`src/verilog/fmd_pkg.sv`:
```
// fmd_pkg: shared constants of the decoder host output control
// assumes a single 125 MHz clock and an active-high asynchronous reset
// Functional notes
// - serial mode: eight data bus pins driven as outputs, held low
// - serial mode: pulsed ready and level ready held high
// - parallel mode: serial open-drain ready output stays released
// - transfer request interrupt works in both serial and parallel modes
// - mode select defaults to serial when left undriven
// - during reset: clocks, bus, sync indicators, start pulses, serial output low
// - during reset: both ready outputs, interrupt and oscillator output high
// - parallel mode: bus driven low only during reset, then active bus
// - reset clears all registers but not buffer memory
// - input control accepts host data one clock after reset release
// - each horizontally corrected block is offered for output at once
// - vertical correction only with frame sync and not all blocks clean
// - vertical correction starts only after a full 272-block frame
// - horizontal output has data and parity; vertical output only 190 data blocks
// - without vertical correction the vertical slot carries horizontal data
// - buffer written continuously; unread data may be overwritten
// - block ready: serial ready output low, transfer request low
// - horizontal-only periods alternate with horizontal plus vertical periods
// - parallel byte cycle: strobe low, wait ready high, sample, strobe high
package fmd_pkg;
   localparam int CLK_MHZ        = 125;
   localparam int RST_MIN_NS     = 300;
   localparam int RST_MIN_CYC    = (RST_MIN_NS * CLK_MHZ + 999) / 1000;
   localparam int RDY_LOW_NS     = 2200;
   localparam int RDY_LOW_CYC    = RDY_LOW_NS * CLK_MHZ / 1000;
   localparam int DO_LOW_US      = 6000;
   localparam int DO_LOW_CYC     = DO_LOW_US * CLK_MHZ;
   localparam int ACCEPT_DLY_CYC = 1;
   localparam int OUT_BYTES      = 36;
   localparam int STATUS_BYTES   = 2;
   localparam int FRAME_BLOCKS   = 272;
   localparam int DATA_BLOCKS    = 190;
   localparam int VWIN_FIRST     = 28;
   localparam int VWIN_LAST      = 217;
   localparam int ST_VERT_BIT    = 0;
   localparam int ST_PARITY_BIT  = 1;
   localparam logic [2:0] PIN_RESET = 3'h7;
   typedef enum logic [1:0] {
      RD_IDLE = 2'b00,
      RD_WAIT = 2'b01,
      RD_HOLD = 2'b10
   } fmd_rd_t;
endpackage : fmd_pkg

```
`src/verilog/fmd_host_out.sv`:
```
// fmd_host_out: host-facing output buffer, ready signalling and pin states
// assumes correction engine streams bytes on clk; host pins are asynchronous
`timescale 1ns/1ps
module fmd_host_out
   import fmd_pkg::*;
#(
   parameter int OUT_LEN  = fmd_pkg::OUT_BYTES,
   parameter int DO_CYC   = fmd_pkg::DO_LOW_CYC,
   parameter int RDY_CYC  = fmd_pkg::RDY_LOW_CYC
)
(
   input  wire logic       clk,
   input  wire logic       rst,
   input  wire logic       serial_select_pin,
   input  wire logic       read_strobe,
   input  wire logic       parallel_store_strobe,
   input  wire logic [2:0] store_address_inputs,
   input  wire logic [7:0] parallel_data_bus_in,
   output logic      [7:0] parallel_data_bus_out,
   output logic            parallel_data_bus_oe_n,
   output logic            output_ready_pulse,
   output logic            output_ready_level,
   output logic            serial_ready_out,
   output logic            serial_ready_oe_n,
   output logic            transfer_request_n,
   output logic            serial_accept_en,
   output logic            store_valid,
   output logic      [2:0] store_addr,
   output logic      [7:0] store_data,
   input  wire logic       corr_valid,
   input  wire logic [7:0] corr_byte,
   input  wire logic       corr_last,
   input  wire logic       corr_is_vert,
   input  wire logic       corr_is_parity,
   input  wire logic [7:0] corr_blk_num,
   input  wire logic       block_clean,
   input  wire logic       filt_clk_src,
   input  wire logic       rec_clk_src,
   input  wire logic       bsync_src,
   input  wire logic       fsync_src,
   input  wire logic       bstart_src,
   input  wire logic       fstart_src,
   output logic            filter_clock_out,
   output logic            recovered_clock_out,
   output logic            block_sync_indicator,
   output logic            frame_sync_indicator,
   output logic            block_start_pulse,
   output logic            frame_start_pulse,
   output logic            oscillator_output
);
   import fmd_pkg::*;

   localparam int DOW = $clog2(DO_CYC + 1);
   localparam int RCW = $clog2(RDY_CYC + 1);

   if (OUT_LEN <= STATUS_BYTES || OUT_LEN > 64)
      $error("OUT_LEN out of range");
   if (DO_CYC < 1 || RDY_CYC < 1)
      $error("timing counts must be at least one");

   // pin synchronisers: pulled-up pins reset high
   logic [2:0]  pin_m;
   logic [2:0]  pin_s;
   logic [10:0] dat_m;
   logic [10:0] dat_s;
   always_ff @(posedge clk or posedge rst)
      if (rst)
      begin
         pin_m <= PIN_RESET;
         pin_s <= PIN_RESET;
         dat_m <= 11'h700;
         dat_s <= 11'h700;
      end
      else
      begin
         pin_m <= {serial_select_pin, read_strobe, parallel_store_strobe};
         pin_s <= pin_m;
         dat_m <= {store_address_inputs, parallel_data_bus_in};
         dat_s <= dat_m;
      end

   wire serial  = pin_s[2];
   wire re_s    = pin_s[1];
   wire pst_s   = pin_s[0];
   logic re_q;
   logic pst_q;
   wire re_fall  = re_q && !re_s;
   wire re_rise  = !re_q && re_s;
   wire pst_rise = !pst_q && pst_s;

   // accept gate opens one clock after release
   always_ff @(posedge clk or posedge rst)
      if (rst)
      begin
         serial_accept_en <= 1'b0;
         re_q             <= 1'b1;
         pst_q            <= 1'b1;
      end
      else
      begin
         serial_accept_en <= 1'b1;
         re_q             <= re_s;
         pst_q            <= pst_s;
      end

   // parallel store of control data on strobe rising edge
   always_ff @(posedge clk or posedge rst)
      if (rst)
      begin
         store_valid <= 1'b0;
         store_addr  <= 3'h0;
         store_data  <= 8'h0;
      end
      else
      begin
         store_valid <= pst_rise && !serial && serial_accept_en;
         if (pst_rise)
         begin
            store_addr <= dat_s[10:8];
            store_data <= dat_s[7:0];
         end
      end

   // demodulator status outputs low in reset, oscillator output high
   logic [5:0] stat_q;
   always_ff @(posedge clk or posedge rst)
      if (rst)
      begin
         stat_q            <= 6'h0;
         oscillator_output <= 1'b1;
      end
      else
      begin
         stat_q <= {filt_clk_src, rec_clk_src, bsync_src, fsync_src, bstart_src, fstart_src};
         oscillator_output <= !oscillator_output;
      end
   assign {filter_clock_out, recovered_clock_out, block_sync_indicator,
           frame_sync_indicator, block_start_pulse, frame_start_pulse} = stat_q;

   // slot scheduling
   logic       vert_slot;
   logic [7:0] vert_num;
   logic       vert_run;
   fmd_slot_sched u_sched (
      .clk         (clk),
      .rst         (rst),
      .block_tick  (bstart_src),
      .frame_tick  (fstart_src),
      .frame_sync  (fsync_src),
      .block_clean (block_clean),
      .vert_slot   (vert_slot),
      .vert_num    (vert_num),
      .vert_run    (vert_run),
      .mem_full    ()
   );

   // output buffer; memory is not cleared by reset
   logic [7:0] obuf [0:OUT_LEN-1];
   logic [5:0] wr_idx;
   logic       blk_ready;
   wire  vert_ok   = !corr_is_parity && vert_run;
   wire  wr_take   = corr_valid && (!corr_is_vert || vert_ok);
   wire  relabel   = !corr_is_vert && vert_slot && !vert_run && !corr_is_parity;
   wire  as_vert   = corr_is_vert || relabel;
   wire  [7:0] st0 = 8'((as_vert ? 1 : 0) << ST_VERT_BIT)
                   | 8'((corr_is_parity ? 1 : 0) << ST_PARITY_BIT);
   wire  [7:0] st1 = as_vert ? vert_num : corr_blk_num;
   wire  [5:0] wr_addr = wr_idx + 6'(STATUS_BYTES);
   wire  wr_end    = wr_take && (corr_last || wr_addr == 6'(OUT_LEN - 1));

   always_ff @(posedge clk)
   begin
      if (wr_take)
         obuf[wr_addr] <= corr_byte;
      if (wr_end)
      begin
         obuf[0] <= st0;
         obuf[1] <= st1;
      end
   end

   always_ff @(posedge clk or posedge rst)
      if (rst)
      begin
         wr_idx    <= 6'h0;
         blk_ready <= 1'b0;
      end
      else
      begin
         blk_ready <= wr_end;
         if (wr_end)
            wr_idx <= 6'h0;
         else if (wr_take)
            wr_idx <= wr_idx + 6'h1;
      end

   // transfer request: falls on ready, rises as the next write starts
   wire wr_start = wr_take && wr_idx == 6'h0;
   always_ff @(posedge clk or posedge rst)
      if (rst)
         transfer_request_n <= 1'b1;
      else if (blk_ready)
         transfer_request_n <= 1'b0;
      else if (wr_start)
         transfer_request_n <= 1'b1;

   // serial ready: low for a fixed time so polling hosts see it
   logic [DOW-1:0] do_cnt;
   always_ff @(posedge clk or posedge rst)
      if (rst)
      begin
         do_cnt            <= '0;
         serial_ready_oe_n <= 1'b0;
      end
      else if (!serial)
      begin
         do_cnt            <= '0;
         serial_ready_oe_n <= 1'b1;
      end
      else if (blk_ready)
      begin
         do_cnt            <= DOW'(DO_CYC - 1);
         serial_ready_oe_n <= 1'b0;
      end
      else if (do_cnt != '0)
         do_cnt <= do_cnt - 1'b1;
      else
         serial_ready_oe_n <= 1'b1;
   assign serial_ready_out = 1'b0;

   // parallel byte read handshake
   fmd_rd_t        rd_st;
   fmd_rd_t        next_rd_st;
   logic [RCW-1:0] rdy_cnt;
   logic [5:0]     rd_idx;
   logic           rdy_q;
   logic           lvl_q;
   wire  rd_go   = re_fall && !serial && serial_accept_en;
   wire  rd_done = rd_st == RD_WAIT && rdy_cnt == '0;

   always_comb
   begin
      next_rd_st = rd_st;
      case (rd_st)
         RD_IDLE: if (rd_go) next_rd_st = RD_WAIT;
         RD_WAIT: if (rd_done) next_rd_st = RD_HOLD;
         RD_HOLD: if (re_rise) next_rd_st = RD_IDLE;
         default: next_rd_st = RD_IDLE;
      endcase
      if (serial)
         next_rd_st = RD_IDLE;
   end

   always_ff @(posedge clk or posedge rst)
      if (rst)
      begin
         rd_st   <= RD_IDLE;
         rdy_cnt <= '0;
         rd_idx  <= 6'h0;
         rdy_q   <= 1'b1;
         lvl_q   <= 1'b1;
      end
      else
      begin
         rd_st <= next_rd_st;
         if (serial || blk_ready)
            rd_idx <= 6'h0;
         else if (rd_st == RD_HOLD && re_rise)
            rd_idx <= (rd_idx == 6'(OUT_LEN - 1)) ? 6'h0 : rd_idx + 6'h1;
         if (rd_go && rd_st == RD_IDLE)
            rdy_cnt <= RCW'(RDY_CYC - 1);
         else if (rdy_cnt != '0)
            rdy_cnt <= rdy_cnt - 1'b1;
         rdy_q <= serial || next_rd_st != RD_WAIT;
         lvl_q <= serial || next_rd_st != RD_HOLD;
      end
   assign output_ready_pulse = rdy_q;
   assign output_ready_level = lvl_q;

   // data bus: low in reset, low in serial, input while store strobe low
   logic [7:0] bus_q;
   logic       bus_oe_n;
   always_ff @(posedge clk or posedge rst)
      if (rst)
      begin
         bus_q    <= 8'h0;
         bus_oe_n <= 1'b0;
      end
      else
      begin
         bus_oe_n <= !serial && !pst_s;
         if (serial)
            bus_q <= 8'h0;
         else if (rd_done)
            bus_q <= obuf[rd_idx];
      end
   assign parallel_data_bus_out  = bus_q;
   assign parallel_data_bus_oe_n = bus_oe_n;
endmodule : fmd_host_out

```
`src/verilog/fmd_slot_sched.sv`:
```
// fmd_slot_sched: frame position, frame accumulation and vertical slot timing
// assumes block and frame ticks are one-cycle pulses on clk
`timescale 1ns/1ps
module fmd_slot_sched
   import fmd_pkg::*;
(
   input  wire logic       clk,
   input  wire logic       rst,
   input  wire logic       block_tick,
   input  wire logic       frame_tick,
   input  wire logic       frame_sync,
   input  wire logic       block_clean,
   output logic            vert_slot,
   output logic [7:0]      vert_num,
   output logic            vert_run,
   output logic            mem_full
);
   import fmd_pkg::*;

   logic [8:0] blk_cnt;
   logic [8:0] acc_cnt;
   logic       dirty;
   wire        in_win   = (blk_cnt >= 9'(VWIN_FIRST)) && (blk_cnt <= 9'(VWIN_LAST));
   wire  [8:0] win_off  = blk_cnt - 9'(VWIN_FIRST);
   wire        next_run = frame_sync && mem_full && dirty;

   assign vert_slot = in_win;
   assign vert_num  = win_off[7:0];
   assign mem_full  = (acc_cnt == 9'(FRAME_BLOCKS));

   always_ff @(posedge clk or posedge rst)
      if (rst)
      begin
         blk_cnt  <= 9'h0;
         acc_cnt  <= 9'h0;
         dirty    <= 1'b0;
         vert_run <= 1'b0;
      end
      else if (frame_tick)
      begin
         blk_cnt  <= 9'h0;
         dirty    <= 1'b0;
         vert_run <= next_run;
      end
      else if (block_tick)
      begin
         blk_cnt <= blk_cnt + 9'h1;
         if (!block_clean)
            dirty <= 1'b1;
         // accumulation restarts at any block tick seen without frame sync
         if (!frame_sync)
            acc_cnt <= 9'h0;
         else if (!mem_full)
            acc_cnt <= acc_cnt + 9'h1;
      end
endmodule : fmd_slot_sched
```
`config.mk`:
```
export PLATFORM = sky130hd
export DESIGN_NAME = fmd_host_out
export DESIGN_NICKNAME = d
export VERILOG_FILES = /design/src/verilog/fmd_pkg.sv /design/src/verilog/fmd_host_out.sv /design/src/verilog/fmd_slot_sched.sv
export SDC_FILE = /design/constraint.sdc
export NUM_CORES = 1
export LEC_CHECK = 0
export BUFFER_PORTS_ARGS = -buffer_cell sky130_fd_sc_hd__buf_2
export CORE_MARGIN = 5
export CORE_UTILIZATION = 42
export CTS_CLUSTER_SIZE = 14
export DETAILED_ROUTE_END_ITERATION = 12
export PLACE_DENSITY = 0.6
export SLEW_MARGIN = 20
export SYNTH_ARGS = -nofsm -noshare
export SYNTH_HDL_FRONTEND = slang
export SYNTH_SLANG_ARGS = --single-unit
```
`constraint.sdc`:
```
create_clock -name clk -period 6.1 [get_ports clk]
set_clock_uncertainty 0.2 [all_clocks]
set_input_delay 1.22 -clock clk [delete_from_list [all_inputs] [get_ports clk]]
set_output_delay 1.22 -clock clk [all_outputs]
set_load 0.05 [all_outputs]
```
### Word-level counts from Yosys, hierarchy flattened

Memory sizes are Yosys's and may differ from the RTL's.
Cells that the tools add are included.

* add/subtract/negate cells: 8
* $lt $le $gt $ge: 2
* equality and inequality tests: 11
* mux-type cells: 36
* bitwise operators: 2
* reduce and logical (&&, ||, !) cells: 49

Operators with widths (number)
* $mux 20: 3
* $mux 9: 6
* $mux 6: 5
* $mux 8: 3
* $logic_and 1x1->1: 21
* $reduce_bool 20->1: 1
* $sub 20x1->20 const B: 1
* $add 9x1->9 const B: 2
* $mux 1: 14
* $add 6x1->6 const B: 2
* $eq 6x6->1 const B: 2
* $reduce_bool 2->1: 6
* $eq 9x9->1 const B: 1
* $ge 9x5->1 const B: 1
* $le 9x8->1 const B: 1
* $logic_not 1->1: 9
* $logic_not 9->1: 1
* $reduce_bool 9->1: 1
* $sub 9x1->9 const B: 1
* $mux 2: 4
* $sub 8x5->8 const B: 1
* $add 6x2->6 const B: 1
* $logic_not 6->1: 1
* $logic_or 1x1->1: 6
* other kinds (12): 14

* register bits: 127
* bits in writable memories: 288
* word-level logic and storage cells: 137
* memories: 1

Memories
* obuf: words 36, width 8, rd ports 1, clocked after Yosys merged registers in 0, write ports 3, line fmd_host_out.sv:158 `logic [7:0] obuf [0:OUT_LEN-1];`

### Depth between registers and ports, before layout

Gate-level depths: netlist (run 1).

* depth in word-level cells: 9
* gate-level depth with buffers: 10
* depth with buffers taken out: 8

### By module

A second synthesis (run 1) with hierarchy kept.

* cell total of the unflattened synthesis: 1116
* area, all modules: 17159.0 µm²

By module, submodules not included
* fmd_host_out: instances 1, cells an instance 983, area an instance 15879.0 µm²
* fmd_slot_sched: instances 1, cells an instance 133, area an instance 1280.0 µm²

### Worst setup path before layout (run 1)

No wires, ideal clock.

* path type: input to register
* start: input port corr_is_parity
* end: memory obuf[15][0], enable pin
* library setup time: 370 ps
* arrival: 2503 ps
* required time: 5530 ps
* slack: 3027 ps
* cell stages on the path: 5
* path buffers: 1
* cell sequence: nor2b_1 o21a_1 clkbuf_1 nand3_1 nor2_1

RTL lines
* start, declared: line fmd_host_out.sv:34 `input wire logic corr_is_parity,`
* end, declared: line fmd_host_out.sv:158

==> flow_summary.yaml, run 1 <==
clocking:
  cts_setup_buffers: 0
  post_cts_resize_count: 0
  cts_made_buffers: 45
  path_clk_slew_ns: 0.06
  cts_buffer_depth: 3
  ctsHoldBuffers: 0
  cts_htree_levels: 2
  clkSinkCount: 415
  root_buffer: "clkbuf_16"
  clkLatencyLatePin_ns: 0.57
  cts_tree: "done"
sta:
  worst_pin_slew_ns: 1.02
  rsz0062_at_grt: "false"
  slew_headroom_pct: 31.0
  period_needed_ns: 3.73
  fmax_mhz: 268
  maxSlewViolCount: 0
  layout_setup_ws_ns: 2.37
  finalHoldViolations: 0
  setup_viol: 0
  setup_tns_ns: 0
  fin_crit_sh_pct: 61.2
critical_path:
  ff2ff_setup_slack_ns: 2.75
  r2r-start: "rd_idx[1]"
  path_cells: "buf_2 > inv_1 > o21a_1 > nand3_1 > o21ai_0"
  ff2ff_path_depth: 6
  cp-start-kind: "primary input"
  cp_slowest_stage_delay_ns: 0.97
  worstPathArrival_ns: 3.71
  critPathMaxFanout: 16
  crit_slowest_cell: "o21ai_0"
  cp.required_ns: 6.07
  r2r_end: "parallel_data_bus_out[0]"
  crit_type: "primary input to flip-flop"
  crit_path_end_kind: "flip-flop"
routing:
  via_per_inst: 5.55
  wl_mm: 38.2
  drc: 0
  routedWlPerCell_um: 22.0
  drtAntennaViolNets: 0
  dr.pass1.iters: 5
  dr.first_iter.drc_count: 724
  vias: 9629
synthesis:
  ys_seq_elements: 415
  synth_top_area_share_pct: 49.2
  ys.flop_type: "edfxtp_1"
  yosysSeqAreaShare_pct: 68.5
  yosys-top-cells-area: "edfxtp_1 49%, dfrtp_1 16%, mux4_2 5.2%"
  ys_types: 81
  syn_area_per_cell_um2: 15.7
  ys_async_sr_fraction_pct: 30.6
  synth-edff-count: 282
  synth_warnings: 0
  syn_nets: 1157
  netlist_instances: 1094
  yosysTopAreaCell: "edfxtp_1"
  synth_area_mm2: 0.0172
cells_and_area:
  layout_common_cells: "282 x edfxtp_1, 107 x dfrtp_1, 86 x nor2_1"
  syn2layout_area_growth_pct: 12.5
  layout_commonest_cell: "edfxtp_1"
  layout-drive-gt1-share_pct: 20.2
  finalNetCount: 1232
  fillerInstances: 3456
  antenna_cells: 0
place:
  port_buffers: 75
  place_congestion: 0.813
  dp_slack_ns: 1.87
  dp_hpwl_mm: 24.4
grt:
  antenna_found_initial: 2
  grt_max_degree: 82
  grt_pass1_wl_mm: 59.0
  grt_pass1_vias: 9916
  track_usage_pct: 17.1
  grt-ovfl-total: 0
die:
  initial_core_util_pct: 42.3
  dieHeight_um: 212
  io_pins: 77
  core_mm2: 0.0406
  die-area_mm2: 0.0451
  die_w_um: 212
  rows: 74
run:
  cap_viol_max_count: 0
status:
  status: "completed"
pwr:
  worst_ir_drop_vdd_mv: 0.199
  power.density_mw_per_mm2: 342
  p_leak_nw: 6.85
worst_hold_path:
  holdCritStartpoint: "dat_m[6]"
  hp-class: "flip-flop to flip-flop"
  whs_endpoint: "dat_s[6]"
  min_delay_path_depth: 0
stage by stage:
stage	instances	util (%)	area, um2	total power, mW	hold slack, ns
CTS	1736	47.6	19400	6.70	0.146
detailed placement	1654	44.2	17900	4.10	0.136
global placement	1654	44.2	17900	4.08	0.134
global route	1736	47.6	19400	6.92	0.151
floorplan	1094	-	17200	3.89	0.131
finish	1736	47.6	19400	6.63	0.141
worst max path at each step:
stage	start	to	slack, ns	cells past startpoint
6_report	corr_is_vert	obuf[1][5]	2.37	5
2_1_floorplan	rst	blk_ready	1.33	1
4_1_cts	corr_is_vert	obuf[1][5]	2.44	5
5_1_grt	corr_is_vert	obuf[1][5]	2.25	5
3_5_place_dp	corr_is_vert	obuf[1][1]	1.87	5
3_3_place_gp	corr_is_vert	obuf[1][2]	1.96	5
logic make-up (layout without fill, tap and decap cells):
| group | count (synthesis) | after routing | share of synthesized area, % |
|---|---|---|---|
| flops | 415 | 415 | 68.5 |
| fa+ha+maj | 20 | 20 | 1.45 |
| compound gates | 186 | 186 | 7.45 |
| xor+xnor | 34 | 34 | 1.73 |
| buf+inv | 80 | 190 | 2.67 |
| simple gates | 248 | 248 | 7.18 |
| mux | 109 | 109 | 11.0 |
| other cells | 2 | 2 | 0.0436 |
critical path, delay by kind of cell:
kind | cells | cell delay, ns
compound gates | 2 | 1.55
simple gates | 1 | 0.51
buf+inv | 2 | 0.42
cell usage after synthesis, types with 3 or more instances:
master      n
a211o_1     5
a211oi_1   13
a21o_1      8
a21oi_1    38
a22o_1     10
a22oi_1    16
a31oi_1     8
and2_1      5
and3_1      6
buf_2      12
buf_4       6
buf_6       9
clkbuf_1   18
dfrtp_1   109
dfstp_2    18
dfxtp_1     6
edfxtp_1  282
ha_1       20
inv_1      27
mux2_2     12
mux2i_1    39
mux4_1     17
mux4_2     40
nand2_1    51
nand3_1    29
nand3b_1    5
nand4_1     6
nor2_1     86
nor2b_1     8
nor3_1     19
nor3b_1     3
o211ai_1    4
o21a_1      4
o21ai_0    32
o221ai_1    8
o22ai_1     9
o31ai_1    10
or2_2       3
or3_1       5
xnor2_1    20
xor2_1     14
power by group:
group	switching, mW	leakage [nW]	internal (mW)
clock network	1.09	0.707	1.50
registers	0.136	4.17	3.17
logic	0.474	1.97	0.271
cell type report:
type                            instances  area (um2)  area share (%)
Timing Repair Buffer                   80         413            2.13
Sequential cell                       415       11800            60.9
Multi-Input combinational cell        599        4970            25.6
Clock buffer                           62        1260            6.51
Clock inverter                         20         151           0.782
Inverter                               28         110           0.569
Tap cell                              532         666            3.44
per-layer routing:
metal | GRT usage (%) | up-vias | wire length (um)
met5 | 0 | - | 21
met1 | 23.4 | 4909 | 16500
met2 | 28.0 | 263 | 18700
li1 | - | 4384 | -
met4 | 5.52 | 4 | 1020
met3 | 3.07 | 69 | 2040
registers in the layout (all words and copies together) (netlist names), 2 cells and up:
name / cells
stat_q: 6
store_data: 8
do_cnt: 20
rd_st: 2
pin_m: 3
rd_idx: 6
obuf: 288
u_sched.blk_cnt: 9
dat_s: 11
pin_s: 3
parallel_data_bus_out: 8
dat_m: 11
wr_idx: 6
store_addr: 3
rdy_cnt: 9
u_sched.acc_cnt: 9
No activity file was read; power rests on OpenSTA's default activity.
==> inputs of run 2 (changes only) <==
==> constraint.sdc (replaced) <==
create_clock -name clk -period 3.8 [get_ports clk]
set_clock_uncertainty 0.2 [all_clocks]
set_input_delay 0.76 -clock clk [delete_from_list [all_inputs] [get_ports clk]]
set_output_delay 0.76 -clock clk [all_outputs]
set_load 0.05 [all_outputs]
==> run 2 against run 1 <==
Against the previous run: global-route usage rose by 0.31 points; hold slack got worse by 0.040 ns; clock power rose by 77%; largest power group unchanged; register-to-register slack got worse by 1.8 ns; core utilization rose by 0.77 points; critical path depth fell by 1; sequential share of layout area fell by 0.97 points; combinational power rose by 63%.
==> flow_summary.yaml, run 2 (synthesized netlist as in run 1, its figures left out) <==
critical_path:
  critical_path.top_delay_family: "simple AND/OR/NAND/NOR gates"
  cp.required_ns: 3.77
  ff2ff_path_depth: 4
  cp_slowest_stage_delay_ns: 0.68
  path_cells: "ha_1 > nor3b_1 > a31oi_1 > nor2_1"
  critPathMaxFanout: 14
  cp-start-kind: "flip-flop"
  critPathLaunch: "wr_idx[1]"
  cp-endpoint: "obuf[32][7]"
  cp.depth: 4
  ff2ff_setup_slack_ns: 0.94
  crit_type: "flip-flop to flip-flop"
  r2r-start: "wr_idx[1]"
  r2r_end: "obuf[32][7]"
  crit_buf_inv: 0
  crit_path_end_kind: "flip-flop"
  worstPathArrival_ns: 2.83
  crit_slowest_cell: "nor2_1"
cells_and_area:
  fillerInstances: 3467
  reg.largest.list: "obuf (288), do_cnt (20)"
  layout_commonest_cell: "edfxtp_1"
  regMostFlops: "obuf"
  finalNetCount: 1248
  antenna_cells: 0
  largest_reg_flops: 288
  layout-drive-gt1-share_pct: 21.2
  layout_common_cells: "282 x edfxtp_1, 107 x dfrtp_1, 86 x nor2_1"
  syn2layout_area_growth_pct: 14.3
place:
  place_congestion: 0.797
  dp_hpwl_mm: 25.0
  port_buffers: 75
pwr:
  p_leak_nw: 6.99
  p_switching_mw: 2.70
  pwr-share-clk_pct: 41.2
  combPwrFrac_pct: 10.9
  p_sw_share_pct: 24.4
  power.density_mw_per_mm2: 562
  seq_power_share_pct: 47.9
  intPower_mw: 8.36
  worst_ir_drop_vdd_mv: 0.304
sta:
  setup_tns_ns: 0
  whs_ns: 0.101
  maxSlewViolCount: 0
  fmax_mhz: 350
  finalHoldViolations: 0
  period_needed_ns: 2.86
  setup_viol: 0
  fin_crit_sh_pct: 75.2
  worst_pin_slew_ns: 0.959
  slew_headroom_pct: 35.7
  rsz0062_at_grt: "false"
die:
  core_mm2: 0.0406
  die_w_um: 212
  io_pins: 77
  rows: 74
  dieHeight_um: 212
  initial_core_util_pct: 42.3
  die-area_mm2: 0.0451
clocking:
  cts_htree_levels: 2
  cts_tree: "done"
  ctsHoldBuffers: 0
  cts_made_buffers: 44
  post_cts_resize_count: 0
  cts_buffer_depth: 3
  cts_setup_buffers: 0
  path_clk_slew_ns: 0.07
  root_buffer: "clkbuf_16"
  clkSinkCount: 415
  clkLatencyLatePin_ns: 0.55
routing:
  dr.first_iter.drc_count: 813
  via_per_inst: 5.51
  wl_mm: 38.5
  routedWlPerCell_um: 22.0
  drtAntennaViolNets: 0
  dr.pass1.iters: 5
  vias: 9651
  drc: 0
grt:
  grt_max_degree: 51
  track_usage_pct: 17.4
  grt-ovfl-total: 0
  grt_pass1_wl_mm: 59.9
  antenna_found_initial: 0
  grt_pass1_vias: 10000
worst_hold_path:
  hp-class: "primary input to flip-flop"
run:
  cap_viol_max_count: 0
status:
  status: "completed"
[run 2: power groups by stage]
stage                     clock network, mW  logic (mW)  registers, mW
after floorplan                           0       0.818           5.42
after global placement                    0        1.19           5.37
after detailed placement                  0        1.22           5.38
after CTS                              4.66        1.22           5.30
after global routing                   4.86        1.34           5.33
final                                  4.56        1.21           5.30
[run 2: per-stage QoR]
stage	cells	utilization (%)	area (um2)	setup WS (ns)	power, mW
after floorplan	1094	-	17200	1.19	6.24
after global placement	1671	44.6	18100	0.494	6.56
after detailed placement	1671	44.6	18100	0.316	6.60
after CTS	1751	48.4	19700	0.764	11.2
after global routing	1751	48.4	19700	0.747	11.5
final	1751	48.4	19700	0.941	11.1
[run 2: routing by layer]
metal,vias up,share of wire (%),track usage (%)
met5,-,0,0
met4,0,2.1,5.05
met3,52,5.3,3.50
met2,230,49,28.4
met1,4958,44,23.9
li1,4411,-,-
[run 2: layout make-up]
type / count / area (um2) / share of cell area, %
clock buffers: 60 / 1240 / 6.31
clock inverters: 20 / 308 / 1.56
inverters: 28 / 111 / 0.566
multi-input cells: 599 / 4960 / 25.2
flip-flops and latches: 415 / 11800 / 59.9
well taps: 532 / 666 / 3.38
repair buffers: 97 / 591 / 3.00
[run 2: worst reg2reg max path, delay by kind of cell, from the launching register on]
family / cells / cell delay (ns)
flops: 1 / 0.48
fa+ha+maj: 1 / 0.40
compound gates: 1 / 0.23
simple gates: 2 / 1.16
[run 2: worst min-delay path by stage]
| stage | start | endpoint | slack (ns) | depth (start not counted) |
|---|---|---|---|---|
| final | store_address_inputs[1] | dat_m[9] | 0.10 | 1 |
| after global routing | store_address_inputs[1] | dat_m[9] | 0.08 | 1 |
| after CTS | store_address_inputs[1] | dat_m[9] | 0.07 | 1 |
| after detailed placement | dat_m[1] | dat_s[1] | 0.13 | 0 |
| after global placement | dat_m[3] | dat_s[3] | 0.13 | 0 |
| after floorplan | dat_m[0] | dat_s[0] | 0.13 | 0 |
==> inputs of run 3 (changes only) <==
--- a/config.mk
+++ b/config.mk
@@ -10,7 +10,7 @@
 export CORE_UTILIZATION = 42
 export CTS_CLUSTER_SIZE = 14
 export DETAILED_ROUTE_END_ITERATION = 12
-export PLACE_DENSITY = 0.6
+export PLACE_DENSITY = 0.62
 export SLEW_MARGIN = 20
 export SYNTH_ARGS = -nofsm -noshare
 export SYNTH_HDL_FRONTEND = slang
==> constraint.sdc (replaced) <==
create_clock -name clk -period 2.42 [get_ports clk]
set_clock_uncertainty 0.2 [all_clocks]
set_input_delay 0.484 -clock clk [delete_from_list [all_inputs] [get_ports clk]]
set_output_delay 0.484 -clock clk [all_outputs]
set_load 0.05 [all_outputs]
==> run 3 against run 2 <==
Against the previous run: first-iteration DRC count decreased by 0.12%; final cell count is 6.5% higher; non-clock buffer count is 112 higher; combinational power is 74% higher; clock power is 46% higher; register-to-register slack worse by 0.88 ns; count of clock-buffer cells in the layout is 8 lower; die area stayed put; total power up 54%; critical path depth up 2; highest routed layer unchanged.
==> flow_summary.yaml, run 3 (synthesized netlist as in run 1, its figures left out) <==
clocking:
  clkLatencyLatePin_ns: 0.55
  cts_buffer_depth: 3
  cts_tree: "done"
  root_buffer: "clkbuf_16"
  clkSinkCount: 415
  path_clk_slew_ns: 0.06
  cts_made_buffers: 44
  cts_htree_levels: 2
place:
  dp_cells: 1759
  place_congestion: 0.794
  port_buffers: 75
  placed_area_mm2: 0.0188
  dp_hpwl_mm: 25.6
pwr:
  power.density_mw_per_mm2: 829
  seq_power_share_pct: 48.5
  p_leak_nw: 7.52
  pwr-share-clk_pct: 39.2
  intPower_mw: 12.8
  worst_ir_drop_vdd_mv: 0.509
  combPwrFrac_pct: 12.3
  p_sw_share_pct: 25.2
  p_switching_mw: 4.30
critical_path:
  path_cells: "buf_12 > mux4_1 > a22o_1 > a211oi_2 > a211o_1 > nand2_1"
  r2r-start: "rd_idx[0]"
  crit_type: "flip-flop to flip-flop"
  critPathMaxFanout: 17
  cp.required_ns: 2.67
  cp-start-kind: "flip-flop"
  crit_path_end_kind: "flip-flop"
  cp_slowest_stage_delay_ns: 0.57
  worstPathArrival_ns: 2.61
  crit_slowest_cell: "mux4_1"
  critPathLaunch: "rd_idx[0]"
sta:
  worst_pin_slew_ns: 0.829
  slew_headroom_pct: 44.7
  setup_viol: 0
  rsz0062_at_grt: "true"
  whs_ns: 0.0349
  maxSlewViolCount: 0
  fmax_mhz: 425
  period_needed_ns: 2.35
  finalHoldViolations: 0
  fin_crit_sh_pct: 97.3
  setup_tns_ns: 0
grt:
  grt_pass1_vias: 10400
  grt_max_degree: 74
  grt-ovfl-total: 0
  track_usage_pct: 17.6
  grt_pass1_wl_mm: 61.4
  antenna_found_initial: 0
routing:
  drc: 0
  wl_mm: 39.2
  drtAntennaViolNets: 0
  via_per_inst: 5.40
  routedWlPerCell_um: 21.0
  dr.first_iter.drc_count: 812
  vias: 10100
  dr.pass1.iters: 5
cells_and_area:
  reg.largest.list: "obuf (288), do_cnt (20)"
  layout_commonest_cell: "edfxtp_1"
  layout_common_cells: "282 x edfxtp_1, 106 x dfrtp_1, 105 x buf_4"
  syn2layout_area_growth_pct: 19.6
  regMostFlops: "obuf"
  final_cell_area_mm2: 0.0206
  final_cells: 1864
  antenna_cells: 0
  finalNetCount: 1360
  largest_reg_flops: 288
  layout-drive-gt1-share_pct: 27.5
status:
  status: "completed"
die:
  die_w_um: 212
  initial_core_util_pct: 42.3
  rows: 74
  dieHeight_um: 212
  die-area_mm2: 0.0451
  io_pins: 77
  core_mm2: 0.0406
worst_hold_path:
  hp-class: "primary input to flip-flop"
  holdCritStartpoint: "block_clean"
run:
  cap_viol_max_count: 0
==> run 3: cell type report <==
cell class                      count  area, um2
Fill cell                        3331      20100
Sequential cell                   415      11800
Multi-Input combinational cell    599       5030
Timing Repair Buffer              209       1550
Clock buffer                       52       1180
Tap cell                          532        666
Clock inverter                     29        258
Inverter                           28        111
==> run 3: critical path: cells and delay by family, from the launching register on <==
family,cells,cell delay [ns]
and+or+nand+nor,1,0.06
AOI/OAI and AO/OA,3,0.74
DFF,1,0.47
buffers and inverters,1,0.20
muxes,1,0.57
==> run 3: worst paths after layout <==
path / to / slack, ns / cells after the start
min reg2reg: dat_s[2] / 0.15 / 0
max in group asynchronous: re_q / 1.22 / 4
min: u_sched.dirty / 0.03 / 4
max reg2reg: parallel_data_bus_out[1] / 0.07 / 6
max: parallel_data_bus_out[1] / 0.07 / 6
min in group asynchronous: dat_s[4] / 0.43 / 4
==> run 3: through the flow <==
| step | utilization [%] | total power, mW | setup WS, ns |
|---|---|---|---|
| 2_1_floorplan | - | 9.80 | 0.0493 |
| 3_3_place_gp | 46.4 | 10.4 | -0.0640 |
| 3_5_place_dp | 46.4 | 10.5 | -0.0636 |
| 4_1_cts | 50.4 | 17.2 | 0.0208 |
| 5_1_grt | 50.6 | 17.8 | -0.00460 |
| 6_report | 50.6 | 17.1 | 0.0653 |
==> run 3: repair_timing <==
action / CTS / global route
gates resized for setup: 4 / 13
endpoints found under the hold margin: 127 / 0
hold buffers: 19 / 0
buffers inserted: 0 / 5
cloned: 0 / 0
endpoints found under the setup margin: 11 / 38
pin swaps: 0 / 2
==> run 3: power by group through the flow <==
stage          clock network (mW)  registers (mW)  logic [mW]
5_1_grt                      7.14            8.32        2.34
6_report                     6.68            8.28        2.10
2_1_floorplan                   0            8.51        1.29
3_3_place_gp                    0            8.40        2.03
4_1_cts                      6.84            8.28        2.11
3_5_place_dp                    0            8.41        2.07
==> run 3: layer usage <==
| layer | global-route usage (%) | up-vias | routed length [um] |
|---|---|---|---|
| met5 | 0 | - | 0 |
| met3 | 2.86 | 48 | 2020 |
| met2 | 29.9 | 260 | 19600 |
| met1 | 24.3 | 5127 | 16900 |
| li1 | - | 4631 | - |
| met4 | 3.66 | 0 | 677 |
